$ cat src/hdl/regs_pkg.sv
// How it works
// - Generation bit 13 set sends the chosen high-speed pattern, else normal.
// - Check bit 12 set verifies received data against the chosen pattern.
// - Select bits 10:8 pick high, low, mixed, long or short random pattern.
// - Select values 101, 110, 111 pick PRBS 7, 23, 31; resets to 101.
// - Pattern errors seen while checking are counted for the station to read.
// - Low-speed PRBS bits 5:4 pick 31, reserved, 7, 23; resets to 10.
// - Test bit 3 puts the channel in deep far loopback.
// - Clock register bits 11:8 clear each lane transmit FIFO, then self-clear.
// - Lane three clock bits 3:2 pick lane 0, lane 2 or own clock.
// - Lane two clock bit 1 picks lane 0 clock or own; resets 0.
// - Lane one clock bit 0 picks lane 0 clock or own; resets 0.
// - Reset register bits 11:8 clear each lane receive FIFO.
// - Self-clearing reset bits return to zero the cycle after a one is written.
// - Bit 6 clears receive FIFO b, bit 5 clears receive FIFO a; default 0.
// - Writing one to bit 4 restarts link training; zero is normal.
// - Bit 3 resets transmit and receive logic but not the registers.
package regs_pkg;

    localparam logic [4:0] addr_hs_test = 5'h0B;
    localparam logic [4:0] addr_clock_sel = 5'h0D;
    localparam logic [4:0] addr_reset_ctl = 5'h0E;
    localparam logic [4:0] addr_err_tally = 5'h10;

    localparam logic [15:0] hs_test_reset = 16'h0520;
    localparam logic [15:0] clock_sel_reset = 16'h0000;
    localparam logic [15:0] reset_ctl_reset = 16'h0000;
    localparam logic [15:0] err_tally_reset = 16'hFFFD;

    // Writable bit masks; others read zero
    localparam logic [15:0] hs_test_mask = 16'h373F;
    localparam logic [15:0] clock_sel_mask = 16'hFFFF;
    localparam logic [15:0] reset_ctl_mask = 16'hFFFF;
    // Self-clearing bits
    localparam logic [15:0] clock_sel_sc = 16'hFF00;
    localparam logic [15:0] reset_ctl_sc = 16'h0F78;

    localparam int gen_bit = 13;
    localparam int check_bit = 12;
    localparam int choice_hi = 10;
    localparam int choice_lo = 8;
    localparam int ls_prbs_hi = 5;
    localparam int ls_prbs_lo = 4;
    localparam int loopback_bit = 3;
    localparam int lane_fifo_hi = 11;
    localparam int lane_fifo_lo = 8;
    localparam int lane_three_hi = 3;
    localparam int lane_three_lo = 2;
    localparam int lane_two_bit = 1;
    localparam int lane_one_bit = 0;
    localparam int hs_b_bit = 6;
    localparam int hs_a_bit = 5;
    localparam int train_bit = 4;
    localparam int datapath_bit = 3;

    localparam logic [1:0] op_write = 2'h1;
    localparam logic [1:0] op_read = 2'h2;

    // Lane clock sources
    typedef enum logic [1:0] {src_lane0, src_lane2, src_own} lane_src_t;

    // Pattern choice decode
    typedef enum logic [3:0] {
        pat_high, pat_low, pat_mixed, pat_compliant_long, pat_compliant_short,
        pat_prbs7, pat_prbs23, pat_prbs31, pat_reserved
    } pattern_t;

    function automatic pattern_t hs_pattern(input logic [2:0] sel);
        unique case (sel)
            3'h0: hs_pattern = pat_high;
            3'h1: hs_pattern = pat_low;
            3'h2: hs_pattern = pat_mixed;
            3'h3: hs_pattern = pat_compliant_long;
            3'h4: hs_pattern = pat_compliant_short;
            3'h5: hs_pattern = pat_prbs7;
            3'h6: hs_pattern = pat_prbs23;
            3'h7: hs_pattern = pat_prbs31;
        endcase
    endfunction

    function automatic pattern_t ls_prbs(input logic [1:0] sel);
        unique case (sel)
            2'h0: ls_prbs = pat_prbs31;
            2'h1: ls_prbs = pat_reserved;
            2'h2: ls_prbs = pat_prbs7;
            2'h3: ls_prbs = pat_prbs23;
        endcase
    endfunction

endpackage

$ cat src/hdl/access_if.sv
`timescale 1ns/10ps
// Decoded register access between the top and the tally counter
interface access_if;
    logic read_tally;
    logic [15:0] tally;
    modport owner (output read_tally, input tally);
    modport counter (input read_tally, output tally);
endinterface

$ cat src/hdl/error_tally.sv
`timescale 1ns/10ps
module error_tally
    import regs_pkg::*;
(
    // Clock and reset
    input wire logic clock,
    input wire logic rst,
    // Error events
    input wire logic count_on,
    input wire logic error_hit,
    // Register side
    access_if.counter acc
);
    logic [15:0] tally_q;
    logic [15:0] tally_d;

    // Saturating count, cleared on read; an error in the read cycle survives
    always_comb
    begin
        tally_d = tally_q;
        if (acc.read_tally)
            tally_d = 16'h0000;
        if (count_on && error_hit && (tally_d != 16'hFFFF))
            tally_d = tally_d + 16'h0001;
    end

    always_ff @(posedge clock)
    begin
        if (rst)
            tally_q <= err_tally_reset;
        else
            tally_q <= tally_d;
    end

    assign acc.tally = tally_q;
endmodule

$ cat src/hdl/channel_regs.sv
`timescale 1ns/10ps
module channel_regs
    import regs_pkg::*;
(
    // Clock and reset
    input wire logic clock,
    input wire logic rst,
    // Management access, one cycle per request
    input wire logic [1:0] op,
    input wire logic [4:0] addr,
    input wire logic [15:0] wdata,
    output logic [15:0] rdata,
    output logic rvalid,
    // Pattern errors from the checker
    input wire logic hs_pattern_error,
    // Test controls
    output logic hs_pattern_gen_on,
    output logic hs_pattern_check_on,
    output pattern_t hs_pattern_choice,
    output pattern_t ls_prbs_choice,
    output logic deep_far_loopback,
    // Lane clocks
    output lane_src_t lane_three_clock_choice,
    output lane_src_t lane_two_clock_choice,
    output lane_src_t lane_one_clock_choice,
    // Reset strobes
    output logic [3:0] ls_tx_lane_fifo_clear,
    output logic [3:0] ls_rx_lane_fifo_clear,
    output logic hs_rx_b_fifo_clear,
    output logic hs_rx_a_fifo_clear,
    output logic link_training_restart,
    output logic datapath_reset
);
    ////////////////////////////////////////////////////////////////////////
    logic [15:0] hs_test_q, hs_test_d;
    logic [15:0] clock_sel_q, clock_sel_d;
    logic [15:0] reset_ctl_q, reset_ctl_d;
    logic [15:0] rdata_q, rdata_d;
    logic rvalid_q, rvalid_d;
    logic pattern_err_q, pattern_err_d;
    // Test control outputs
    logic gen_on_q, gen_on_d;
    logic check_on_q, check_on_d;
    pattern_t hs_choice_q, hs_choice_d;
    pattern_t ls_choice_q, ls_choice_d;
    logic loopback_q, loopback_d;
    // Lane clock outputs
    lane_src_t lane_three_q, lane_three_d;
    lane_src_t lane_two_q, lane_two_d;
    lane_src_t lane_one_q, lane_one_d;
    // Reset strobe outputs
    logic [3:0] tx_clear_q, tx_clear_d;
    logic [3:0] rx_clear_q, rx_clear_d;
    logic hs_b_clear_q, hs_b_clear_d;
    logic hs_a_clear_q, hs_a_clear_d;
    logic restart_q, restart_d;
    logic datapath_q, datapath_d;
    access_if acc ();

    ////////////////////////////////////////////////////////////////////////
    // Field layout checks; the strobe ports are four lanes wide
    // Refuse a field layout that no longer fits the fixed port widths
    if (lane_fifo_hi - lane_fifo_lo != 3)
    begin : g_bad_lane_field
        $error("lane FIFO field must span four bits");
    end
    if (lane_three_hi - lane_three_lo != 1)
    begin : g_bad_lane_three_field
        $error("lane three clock field must span two bits");
    end

    ////////////////////////////////////////////////////////////////////////
    // Lane clock source from a single select bit: own clock or lane 0
    function automatic lane_src_t single_lane_src(input logic own_sel);
        single_lane_src = own_sel ? src_own : src_lane0;
    endfunction

    // Lane three: upper bit picks its own clock, else the lower bit picks
    // Every select code maps to a source, so no illegal code exists
    function automatic lane_src_t lane_three_src(input logic [1:0] sel);
        if (sel[1])
            lane_three_src = src_own;
        else if (sel[0])
            lane_three_src = src_lane2;
        else
            lane_three_src = src_lane0;
    endfunction

    error_tally u_tally (
        .clock(clock),
        .rst(rst),
        .count_on(hs_test_q[check_bit]),
        .error_hit(pattern_err_q),
        .acc(acc)
    );

    ////////////////////////////////////////////////////////////////////////
    // Register writes and self-clearing
    always_comb
    begin
        hs_test_d = hs_test_q;
        clock_sel_d = clock_sel_q & ~clock_sel_sc;
        reset_ctl_d = reset_ctl_q & ~reset_ctl_sc;
        if (op == op_write)
        begin
            unique case (addr)
                addr_hs_test: hs_test_d = wdata & hs_test_mask;
                addr_clock_sel: clock_sel_d = wdata & clock_sel_mask;
                addr_reset_ctl: reset_ctl_d = wdata & reset_ctl_mask;
                default: ;
            endcase
        end
    end

    always_ff @(posedge clock)
    begin
        if (rst)
        begin
            hs_test_q <= hs_test_reset;
            clock_sel_q <= clock_sel_reset;
            reset_ctl_q <= reset_ctl_reset;
        end
        else
        begin
            hs_test_q <= hs_test_d;
            clock_sel_q <= clock_sel_d;
            reset_ctl_q <= reset_ctl_d;
        end
    end

    ////////////////////////////////////////////////////////////////////////
    // Read path, answer one cycle after the request
    assign acc.read_tally = (op == op_read) && (addr == addr_err_tally);

    always_comb
    begin
        rvalid_d = (op == op_read);
        rdata_d = 16'h0000;
        if (op == op_read)
        begin
            unique case (addr)
                addr_hs_test: rdata_d = hs_test_q;
                addr_clock_sel: rdata_d = clock_sel_q;
                addr_reset_ctl: rdata_d = reset_ctl_q;
                addr_err_tally: rdata_d = acc.tally;
                default: rdata_d = 16'h0000;
            endcase
        end
    end

    always_ff @(posedge clock)
    begin
        if (rst)
        begin
            rdata_q <= 16'h0000;
            rvalid_q <= 1'b0;
        end
        else
        begin
            rdata_q <= rdata_d;
            rvalid_q <= rvalid_d;
        end
    end

    assign rdata = rdata_q;
    assign rvalid = rvalid_q;

    ////////////////////////////////////////////////////////////////////////
    // Error pulse captured once before the tally counts it
    always_comb
    begin
        pattern_err_d = hs_pattern_error;
    end

    // One flop keeps the checker's timing path away from the tally adder
    always_ff @(posedge clock)
    begin
        if (rst)
            pattern_err_q <= 1'b0;
        else
            pattern_err_q <= pattern_err_d;
    end

    ////////////////////////////////////////////////////////////////////////
    // Output registers load from the next register values, so every
    // control still follows its register bit in the cycle after a write

    // Test controls from the next pattern register value
    always_comb
    begin
        gen_on_d = hs_test_d[gen_bit];
        check_on_d = hs_test_d[check_bit];
        hs_choice_d = hs_pattern(hs_test_d[choice_hi:choice_lo]);
        ls_choice_d = ls_prbs(hs_test_d[ls_prbs_hi:ls_prbs_lo]);
        loopback_d = hs_test_d[loopback_bit];
    end

    // Reset values decode the pattern register reset word
    always_ff @(posedge clock)
    begin
        if (rst)
        begin
            gen_on_q <= hs_test_reset[gen_bit];
            check_on_q <= hs_test_reset[check_bit];
            hs_choice_q <= hs_pattern(hs_test_reset[choice_hi:choice_lo]);
            ls_choice_q <= ls_prbs(hs_test_reset[ls_prbs_hi:ls_prbs_lo]);
            loopback_q <= hs_test_reset[loopback_bit];
        end
        else
        begin
            gen_on_q <= gen_on_d;
            check_on_q <= check_on_d;
            hs_choice_q <= hs_choice_d;
            ls_choice_q <= ls_choice_d;
            loopback_q <= loopback_d;
        end
    end

    // Lane clock sources from the next clock select value
    always_comb
    begin
        lane_three_d = lane_three_src(clock_sel_d[lane_three_hi:lane_three_lo]);
        lane_two_d = single_lane_src(clock_sel_d[lane_two_bit]);
        lane_one_d = single_lane_src(clock_sel_d[lane_one_bit]);
    end

    // Reset values decode the clock select reset word
    always_ff @(posedge clock)
    begin
        if (rst)
        begin
            lane_three_q <= lane_three_src(clock_sel_reset[lane_three_hi:lane_three_lo]);
            lane_two_q <= single_lane_src(clock_sel_reset[lane_two_bit]);
            lane_one_q <= single_lane_src(clock_sel_reset[lane_one_bit]);
        end
        else
        begin
            lane_three_q <= lane_three_d;
            lane_two_q <= lane_two_d;
            lane_one_q <= lane_one_d;
        end
    end

    // Per-lane FIFO clears, one bit of each self-clearing field per lane
    for (genvar lane = 0; lane <= lane_fifo_hi - lane_fifo_lo; lane++)
    begin : g_lane
        assign tx_clear_d[lane] = clock_sel_d[lane_fifo_lo + lane];
        assign rx_clear_d[lane] = reset_ctl_d[lane_fifo_lo + lane];
    end

    // Strobes stand exactly one cycle since their source bits self-clear
    always_ff @(posedge clock)
    begin
        if (rst)
        begin
            tx_clear_q <= clock_sel_reset[lane_fifo_hi:lane_fifo_lo];
            rx_clear_q <= reset_ctl_reset[lane_fifo_hi:lane_fifo_lo];
        end
        else
        begin
            tx_clear_q <= tx_clear_d;
            rx_clear_q <= rx_clear_d;
        end
    end

    // High-speed FIFO, training and datapath strobes
    always_comb
    begin
        hs_b_clear_d = reset_ctl_d[hs_b_bit];
        hs_a_clear_d = reset_ctl_d[hs_a_bit];
        restart_d = reset_ctl_d[train_bit];
        // Datapath only; management registers keep their values
        datapath_d = reset_ctl_d[datapath_bit];
    end

    // Reset values decode the reset control reset word
    always_ff @(posedge clock)
    begin
        if (rst)
        begin
            hs_b_clear_q <= reset_ctl_reset[hs_b_bit];
            hs_a_clear_q <= reset_ctl_reset[hs_a_bit];
            restart_q <= reset_ctl_reset[train_bit];
            datapath_q <= reset_ctl_reset[datapath_bit];
        end
        else
        begin
            hs_b_clear_q <= hs_b_clear_d;
            hs_a_clear_q <= hs_a_clear_d;
            restart_q <= restart_d;
            datapath_q <= datapath_d;
        end
    end

    ////////////////////////////////////////////////////////////////////////
    // Outputs straight from their flip-flops
    assign hs_pattern_gen_on = gen_on_q;
    assign hs_pattern_check_on = check_on_q;
    assign hs_pattern_choice = hs_choice_q;
    assign ls_prbs_choice = ls_choice_q;
    assign deep_far_loopback = loopback_q;
    assign lane_three_clock_choice = lane_three_q;
    assign lane_two_clock_choice = lane_two_q;
    assign lane_one_clock_choice = lane_one_q;
    assign ls_tx_lane_fifo_clear = tx_clear_q;
    assign ls_rx_lane_fifo_clear = rx_clear_q;
    assign hs_rx_b_fifo_clear = hs_b_clear_q;
    assign hs_rx_a_fifo_clear = hs_a_clear_q;
    assign link_training_restart = restart_q;
    assign datapath_reset = datapath_q;
endmodule

$ cat config.mk
export PLATFORM = sky130hd
export DESIGN_NAME = channel_regs
export DESIGN_NICKNAME = d
export VERILOG_FILES = /design/src/hdl/regs_pkg.sv /design/src/hdl/access_if.sv /design/src/hdl/error_tally.sv /design/src/hdl/channel_regs.sv
export SDC_FILE = /design/constraint.sdc
export NUM_CORES = 1
export LEC_CHECK = 0
export BUFFER_PORTS_ARGS = -buffer_cell sky130_fd_sc_hd__buf_4
export CAP_MARGIN = 10
export CORE_ASPECT_RATIO = 0.6
export CORE_UTILIZATION = 50
export CTS_CLUSTER_SIZE = 14
export DETAILED_ROUTE_END_ITERATION = 7
export GPL_ROUTABILITY_DRIVEN = 0
export GPL_TIMING_DRIVEN = 0
export PLACE_DENSITY_LB_ADDON = 0.05
export SETUP_SLACK_MARGIN = 0.3
export SYNTH_ARGS = -nofsm -noshare
export SYNTH_HDL_FRONTEND = slang
export SYNTH_SLANG_ARGS = --single-unit
export TNS_END_PERCENT = 30
$ cat constraint.sdc
create_clock -name clock -period 3.7 [get_ports clock]
set_input_delay 1.11 -clock clock [delete_from_list [all_inputs] [get_ports clock]]
set_output_delay 1.11 -clock clock [all_outputs]
set_load 0.01 [all_outputs]
==> results of run 1 <==
-- path summary, 6_finish.rpt --
path / start / to / slack, ns / depth (start not counted)
worst min register to register: clock_sel_q[4]$_SDFFE_PP0P_ / clock_sel_q[4]$_SDFFE_PP0P_ / 0.50 / 2
worst min-delay path: clock_sel_q[4]$_SDFFE_PP0P_ / clock_sel_q[4]$_SDFFE_PP0P_ / 0.50 / 2
worst max register to register: u_tally.acc.tally[1]$_SDFF_PP0_ / u_tally.acc.tally[0]$_SDFF_PP1_ / 1.66 / 5
worst max-delay path: op[1] / ls_prbs_choice[2]$_SDFF_PP1_ / 0.41 / 9
-- critical path: cells and delay by family --
family | cells | cell delay, ns
adders and majority gates | 1 | 0.19
buffers and inverters | 3 | 0.59
and+or+nand+nor | 4 | 1.19
muxes | 1 | 0.43
-- cell usage in the layout (no fill, tap or decap), types with 9 or more instances in the layout --
cell / count
buf_4: 85
nor2_1: 35
dfxtp_1: 82
o211ai_1: 11
a22oi_1: 22
clkbuf_1: 11
a21oi_1: 15
clkbuf_16: 9
and2_1: 19
mux2i_1: 28
nand3_1: 10
-- repair_timing --
item	4_1_cts	5_1_grt
hold buffers	0	0
endpoints found under the setup margin	0	1
hold endpoints to repair	0	0
gates resized for setup	0	1
-- metal layers --
metal | vias up | track usage, % | wire length (µm)
met5 | - | 0 | 0
met4 | 0 | 7.43 | 70
met3 | 9 | 6.31 | 815
met2 | 151 | 38.9 | 3770
met1 | 1377 | 37.9 | 4420
li1 | 1395 | - | -
-- cells by family (layout without fill, tap and decap cells) --
family          count (synthesis)  count (layout)  synth area share (%)
buf+inv                        41             125                  6.74
simple gates                  120             120                  21.6
fa+ha+maj                       4               4                  1.46
compound gates                 67              67                  14.1
other cells                     1               3                 0.109
mux                            28              28                  8.17
flops                          82              82                  47.8
-- sequential cells by signal, summed over array words and instances (netlist names), 2 cells and up --
register	flops
rdata	16
hs_pattern_choice	2
clock_sel_q	16
ls_prbs_choice	4
reset_ctl_q	16
u_tally.acc.tally	16
hs_test_q	9
-- power breakdown --
group	internal [mW]	total [mW]	leakage [nW]	switching, mW
combinational	0.0344	0.0812	0.930	0.0468
sequential	0.887	0.891	0.662	0.00379
clock	0.607	0.950	0.156	0.343
total	1.53	1.92	1.75	0.394
-- area by class of cell --
cell class              instances  area share, %
clock buffers                  11           5.54
clock inverters                 5           1.77
inverters                       8          0.686
well taps                      84           2.40
multi-input cells             222           35.8
plain buffers                  33           4.66
flip-flops and latches         82           37.5
repair buffers                 68           11.7
-- stage by stage --
stage / cell area [µm²] / power, mW / hold WS (ns) / instances / setup WS (ns)
2_1_floorplan: 3440 / 0.945 / 0.459 / 345 / 0.540
3_3_place_gp: 4060 / 0.989 / 0.473 / 497 / 0.103
3_5_place_dp: 4060 / 0.990 / 0.484 / 497 / 0.0437
4_1_cts: 4380 / 1.93 / 0.499 / 513 / 0.372
5_1_grt: 4380 / 1.97 / 0.525 / 513 / 0.345
6_report: 4380 / 1.92 / 0.500 / 513 / 0.409
==> flow_summary.yaml, run 1 <==
status:
  status: "finished clean"
floorplanning:
  io-pin-count: 72
  chipWidth_um: 109
  core_um2: 6360
  die_y_um: 66.2
  dieArea_um2: 7210
  start_util_pct: 54.0
  rows: 22
clocking:
  cts_tree: "done"
  clock-sinks: 82
  clk_latency_ns: 0.33
  cts_buffers: 9
  cts-htree-levels: 3
  clk_pin_slew_ns: 0.06
  cts-root-buf: "clkbuf_16"
  cts_setup_buffers: 0
  cts_buffer_depth: 2
detailed_routing:
  route.final.wire_length_um: 9070
  wire_per_inst_um: 17.7
  vias: 2932
  drc_errors: 0
  vias_per_cell: 5.72
  ant_nets: 0
  firstDrtPassIters: 5
  drt_iter0_drc: 235
synth:
  syn_area_per_cell_um2: 10.0
  synth_top_area_cell: "dfxtp_1"
  synth_most_common_cell: "dfxtp_1"
  synth-seq-area-share_pct: 47.8
  synthTopCellsByArea: "dfxtp_1 (48%), mux2i_1 (8.2%), a22oi_1 (4.8%)"
  synth_flop_cell: "dfxtp_1"
  syn_area_um2: 3430
  synth_warnings: 0
  syn_inst: 343
  synthArstFlopShare_pct: 0
  netlist_top_cells_count: "dfxtp_1 (82), nor2_1 (35), mux2i_1 (28)"
  ys_seq_elements: 82
  ys_types: 50
  synth-edff-count: 0
  synth_top_area_share_pct: 47.8
sta:
  hold_violations: 0
  tns_ns: 0
  setup_viol: 0
  max_slew.worst_pin.slew_ns: 0.946
  drv_slew: 0
  timing.final.crit_share_pct: 89.0
  skew_ns: 0.00670
  rsz0062_at_grt: "false"
  fin_crit_ns: 3.29
  relSlewSlack_pct: 36.3
  max_freq_mhz: 304
setup_path:
  cp.arrival_ns: 3.51
  crit_type: "input pin to flip-flop"
  critPathMaxFanout: 10
  cp-end-kind: "flip-flop"
  path_cells: "buf_4 -> nand2b_1 -> nor3_1 -> clkbuf_4 -> mux2i_1 -> inv_1 -> ha_1 -> or3_1 -> or2_2"
  critPathRequiredTime_ns: 3.92
  critPathLaunchType: "input pin"
  max_stage_delay_ns: 0.43
  crit_slowest_cell: "mux2i_1"
placed_design:
  place_hpwl_um: 6270
  io_buffers: 68
final_layout:
  n_fill_cell: 495
  fin_nets: 454
  post-route-util_pct: 68.9
  antennaDiodeCount: 0
  multi_input_area_um2: 1570
  syn2layout_area_growth_pct: 27.6
  drive_above_1_share_pct: 28.0
  regArea_um2: 1640
grt:
  gr-total-overflow: 0
  grt_pass1_vias: 2577
  grt_max_degree: 14
  grtUsageTotal_pct: 26.3
  grt_pass1_wl_um: 13900
  antenna_found_initial: 0
power_and_ir_drop:
  powerDensity_nw_per_um2: 439
  cellLeakagePower_nw: 1.75
  ir_worst_vdd_mv: 0.310
min_path:
  hold_path.class: "flip-flop to flip-flop"
job:
  drv_cap: 0
Note: power is estimated with default switching activity, not from simulation.
==> run 2, diff against run 1 <==
--- a/config.mk
+++ b/config.mk
@@ -9,6 +9,7 @@
 export CAP_MARGIN = 10
 export CORE_ASPECT_RATIO = 0.6
 export CORE_UTILIZATION = 50
+export CTS_BUF_LIST = sky130_fd_sc_hd__clkbuf_8
 export CTS_CLUSTER_SIZE = 14
 export DETAILED_ROUTE_END_ITERATION = 7
 export GPL_ROUTABILITY_DRIVEN = 0
==> flow_summary.yaml, run 2 (synthesized netlist as in run 1, its figures left out) <==
detailed_routing:
  route.final.wire_length_um: 9060
  firstDrtPassIters: 7
  drt_iter0_drc: 234
  drc_errors: 0
  ant_nets: 0
  vias_per_cell: 5.63
  vias: 2886
  wire_per_inst_um: 17.7
power_and_ir_drop:
  p_seq_share_pct: 52.9
  ir_worst_vdd_mv: 0.314
  clkPwrFrac_pct: 42.3
  switching_share_pct: 21.9
  p_int_mw: 1.31
  cellLeakagePower_nw: 1.71
  power_frac_comb_pct: 4.8
  power.switching_mw: 0.368
  powerDensity_nw_per_um2: 393
placed_design:
  io_buffers: 68
  place_hpwl_um: 6270
  numPlacedInstances: 497
  postPlaceCellArea_um2: 4060
  dp_slack_ns: 0.0437
job:
  drv_cap: 0
final_layout:
  final_common_cell: "buf_4"
  final_cell_area_um2: 4270
  drive_above_1_share_pct: 28.0
  syn2layout_area_growth_pct: 24.5
  final_cell_mix: "buf_4 (85), dfxtp_1 (82), nor2_1 (35)"
  fin_cells: 513
  n_fill_cell: 515
  fin_nets: 454
  antennaDiodeCount: 0
setup_path:
  crit_type: "input pin to flip-flop"
  r2r-start: "u_tally.acc.tally[1]$_SDFF_PP0_"
  max_stage_delay_ns: 0.44
  critPathRequiredTime_ns: 3.95
  r2r-end: "u_tally.acc.tally[0]$_SDFF_PP1_"
  r2r_slack_ns: 1.71
  crit_buf_inv: 3
  cp-end-kind: "flip-flop"
  reg2regPathDepth: 5
  path_delay_family: "simple AND/OR/NAND/NOR gates"
  critPathMaxFanout: 10
  cp.arrival_ns: 3.53
  crit_slowest_cell: "mux2i_1"
  critPathLaunchType: "input pin"
  path_cells: "buf_4 -> nand2b_1 -> nor3_1 -> buf_2 -> mux2i_1 -> inv_1 -> ha_1 -> or3_1 -> or2_2"
sta:
  skew_ns: 0.00843
  timing.final.crit_share_pct: 88.7
  rsz0062_at_grt: "false"
  relSlewSlack_pct: 37.2
  max_slew.worst_pin.slew_ns: 0.932
  tns_ns: 0
  fin_crit_ns: 3.28
  hold_violations: 0
  max_freq_mhz: 305
  setup_ws_ns: 0.420
  setup_viol: 0
  drv_slew: 0
floorplanning:
  start_util_pct: 54.0
  die_y_um: 66.2
  io-pin-count: 72
  dieArea_um2: 7210
  rows: 22
  core_um2: 6360
  chipWidth_um: 109
grt:
  gr-total-overflow: 0
  grt_pass1_wl_um: 14000
  gr-usage-met3_pct: 8.47
  use_met1_pct: 37.7
  use_met2_pct: 38.9
  antenna_found_initial: 0
  grt_max_degree: 14
  grt_pass1_vias: 2601
  busiest_layer: "met2"
  grtUsageTotal_pct: 26.7
clocking:
  cts_setup_buffers: 0
  cts_tree: "done"
  holdBufCountCts: 0
  clock-sinks: 82
  cts_buffers: 9
  cts-root-buf: "clkbuf_8"
  cts_buffer_depth: 2
  cts-htree-levels: 3
  clk_latency_ns: 0.36
  cts_resized: 0
  clk_pin_slew_ns: 0.08
min_path:
  holdPathStages: 2
  hold_path.class: "flip-flop to flip-flop"
  min_to: "hs_test_q[0]$_SDFFE_PP0P_"
  hp-start: "hs_test_q[0]$_SDFFE_PP0P_"
status:
  status: "finished clean"
-- run 2: worst max-delay path by stage --
stage,start,cells after the start,slack (ns),to
global route,op[1],9,0.33,ls_prbs_choice[2]$_SDFF_PP1_
floorplan,op[1],8,0.54,ls_prbs_choice[2]$_SDFF_PP1_
CTS,op[1],9,0.42,ls_prbs_choice[2]$_SDFF_PP1_
detailed placement,op[1],9,0.04,ls_prbs_choice[2]$_SDFF_PP1_
finish,op[1],9,0.42,ls_prbs_choice[2]$_SDFF_PP1_
global placement,op[1],9,0.10,ls_prbs_choice[2]$_SDFF_PP1_
-- run 2: area by class of cell --
class,count,area (µm²),area share (%)
Multi-Input combinational cell,222,1570,36.7
Timing Repair Buffer,68,510,11.9
Clock inverter,6,81.3,1.90
Tap cell,84,105,2.46
Sequential cell,82,1640,38.4
Buffer,33,201,4.71
Inverter,8,30.0,0.703
Clock buffer,10,138,3.22
-- run 2: layer usage --
metal / share of wire [%] / up-vias / wire, µm
li1: - / 1402 / -
met1: 48 / 1350 / 4380
met2: 42 / 125 / 3780
met3: 8.8 / 9 / 801
met4: 1.0 / 0 / 91
met5: 0 / - / 0
-- run 2: through the flow --
| stage | total power [mW] | hold slack [ns] | utilization [%] |
|---|---|---|---|
| floorplan | 0.945 | 0.459 | - |
| global placement | 0.989 | 0.473 | 63.8 |
| detailed placement | 0.990 | 0.484 | 63.8 |
| CTS | 1.69 | 0.504 | 67.2 |
| global route | 1.74 | 0.532 | 67.2 |
| finish | 1.68 | 0.502 | 67.2 |
-- run 2: tightest hold or removal path, stage by stage (launching register included) --
cell and delay, ns:
dfxtp_1 0.34, mux2i_1 0.06, nor2_1 0.07
-- run 2: power groups by stage --
stage / clock, mW / sequential (mW) / combinational (mW)
global placement: 0 / 0.910 / 0.0784
floorplan: 0 / 0.910 / 0.0354
detailed placement: 0 / 0.910 / 0.0796
CTS: 0.717 / 0.889 / 0.0803
global route: 0.759 / 0.890 / 0.0871
finish: 0.711 / 0.889 / 0.0808
==> run 3, diff against run 2 <==
--- a/config.mk
+++ b/config.mk
@@ -9,7 +9,7 @@
 export CAP_MARGIN = 10
 export CORE_ASPECT_RATIO = 0.6
 export CORE_UTILIZATION = 50
-export CTS_BUF_LIST = sky130_fd_sc_hd__clkbuf_8
+export CTS_BUF_LIST = sky130_fd_sc_hd__clkbuf_4
 export CTS_CLUSTER_SIZE = 14
 export DETAILED_ROUTE_END_ITERATION = 7
 export GPL_ROUTABILITY_DRIVEN = 0
==> flow_summary.yaml, run 3 (synthesized netlist as in run 1, its figures left out) <==
job:
  drv_cap: 0
clocking:
  cts-root-buf: "clkbuf_4"
  clk_pin_slew_ns: 0.13
  holdBufCountCts: 0
  cts_buffers: 9
  cts_tree: "done"
  cts_resized: 0
  cts_setup_buffers: 0
  cts-htree-levels: 3
  clk_latency_ns: 0.46
  cts_buffer_depth: 2
  clock-sinks: 82
floorplanning:
  core_um2: 6360
  start_util_pct: 54.0
  dieArea_um2: 7210
  io-pin-count: 72
  rows: 22
  chipWidth_um: 109
  die_y_um: 66.2
setup_path:
  critPathLaunchType: "input pin"
  critPathMaxFanout: 10
  crit_type: "input pin to flip-flop"
  cp-end-kind: "flip-flop"
  critPathRequiredTime_ns: 4.06
  cp.arrival_ns: 3.54
sta:
  relSlewSlack_pct: 36.7
  drv_slew: 0
  max_freq_mhz: 315
  hold_violations: 0
  tns_ns: 0
  fin_crit_ns: 3.18
  rsz0062_at_grt: "false"
  timing.final.crit_share_pct: 85.9
  max_slew.worst_pin.slew_ns: 0.939
  skew_ns: 0.0141
  setup_viol: 0
final_layout:
  drive_above_1_share_pct: 28.0
  antennaDiodeCount: 0
  fin_nets: 454
  final_cell_area_um2: 4210
  final_cell_mix: "buf_4 (85), dfxtp_1 (82), nor2_1 (35)"
  fin_cells: 513
  syn2layout_area_growth_pct: 22.7
  final_common_cell: "buf_4"
  n_fill_cell: 515
detailed_routing:
  vias: 2897
  route.final.wire_length_um: 8970
  firstDrtPassIters: 7
  drt_iter0_drc: 214
  ant_nets: 0
  wire_per_inst_um: 17.5
  drc_errors: 0
  vias_per_cell: 5.65
grt:
  grt_max_degree: 14
  grt_pass1_wl_um: 13800
  grt_pass1_vias: 2582
  gr-total-overflow: 0
  antenna_found_initial: 0
  grtUsageTotal_pct: 26.5
min_path:
  hold_path.class: "flip-flop to flip-flop"
placed_design:
  postPlaceCellArea_um2: 4060
  place_hpwl_um: 6270
  io_buffers: 68
  numPlacedInstances: 497
status:
  status: "finished clean"
power_and_ir_drop:
  cellLeakagePower_nw: 1.68
  ir_worst_vdd_mv: 0.272
  powerDensity_nw_per_um2: 371
## run 3: cell count changes in the layout (fill, tap and decap cells not counted), sizes merged
cell    previous run  this run
inv                9         8
clkinv             2         3
## run 3: worst max-delay path, stage by stage
cell and delay, ns:
buf_4 0.12, nand2b_1 0.28, nor3_1 0.29, buf_2 0.40, mux2i_1 0.44, inv_1 0.12, ha_1 0.19, or3_1 0.32
or2_2 0.27
## run 3: final cells by class
| cell class | instances | area, µm² | area share, % |
|---|---|---|---|
| multi-input cells | 222 | 1570 | 37.2 |
| repair buffers | 68 | 510 | 12.1 |
| clock inverters | 6 | 81.3 | 1.93 |
| clock buffers | 10 | 75.1 | 1.78 |
| inverters | 8 | 30.0 | 0.713 |
| flip-flops and latches | 82 | 1640 | 39.0 |
| well taps | 84 | 105 | 2.50 |
| plain buffers | 33 | 201 | 4.78 |
## run 3: through the flow
step                hold WS, ns  power, mW  utilization, %  worst slack [ns]
finish                    0.513       1.56            66.2             0.523
global route              0.543       1.61            66.2             0.451
CTS                       0.515       1.56            66.2             0.536
detailed placement        0.484      0.990            63.8            0.0437
global placement          0.473      0.989            63.8             0.103
floorplan                 0.459      0.945               -             0.540
## run 3: path summary, 6_finish.rpt
| kind | from | to | slack (ns) | depth (start not counted) |
|---|---|---|---|---|
| worst max-delay path | op[1] | ls_prbs_choice[2]$_SDFF_PP1_ | 0.52 | 9 |
| worst min-delay path | reset_ctl_q[0]$_SDFFE_PP0P_ | reset_ctl_q[0]$_SDFFE_PP0P_ | 0.51 | 2 |
| worst max register to register | u_tally.acc.tally[1]$_SDFF_PP0_ | u_tally.acc.tally[13]$_SDFF_PP1_ | 1.73 | 5 |
| worst min register to register | reset_ctl_q[0]$_SDFFE_PP0P_ | reset_ctl_q[0]$_SDFFE_PP0P_ | 0.51 | 2 |
## run 3: per-layer routing
metal / vias up / part of all wire, % / track usage, %
met4: 0 / 1.0 / 7.77
met3: 9 / 9.0 / 8.47
met5: - / 0 / 0
met2: 144 / 41 / 38.1
li1: 1412 / - / -
met1: 1332 / 49 / 37.5
## run 3: power by group
group          leakage (nW)  internal (mW)  switching, mW
logic                 0.931         0.0344         0.0466
clock network        0.0838          0.277          0.312
registers             0.662          0.887        0.00382
total                  1.68           1.20          0.362
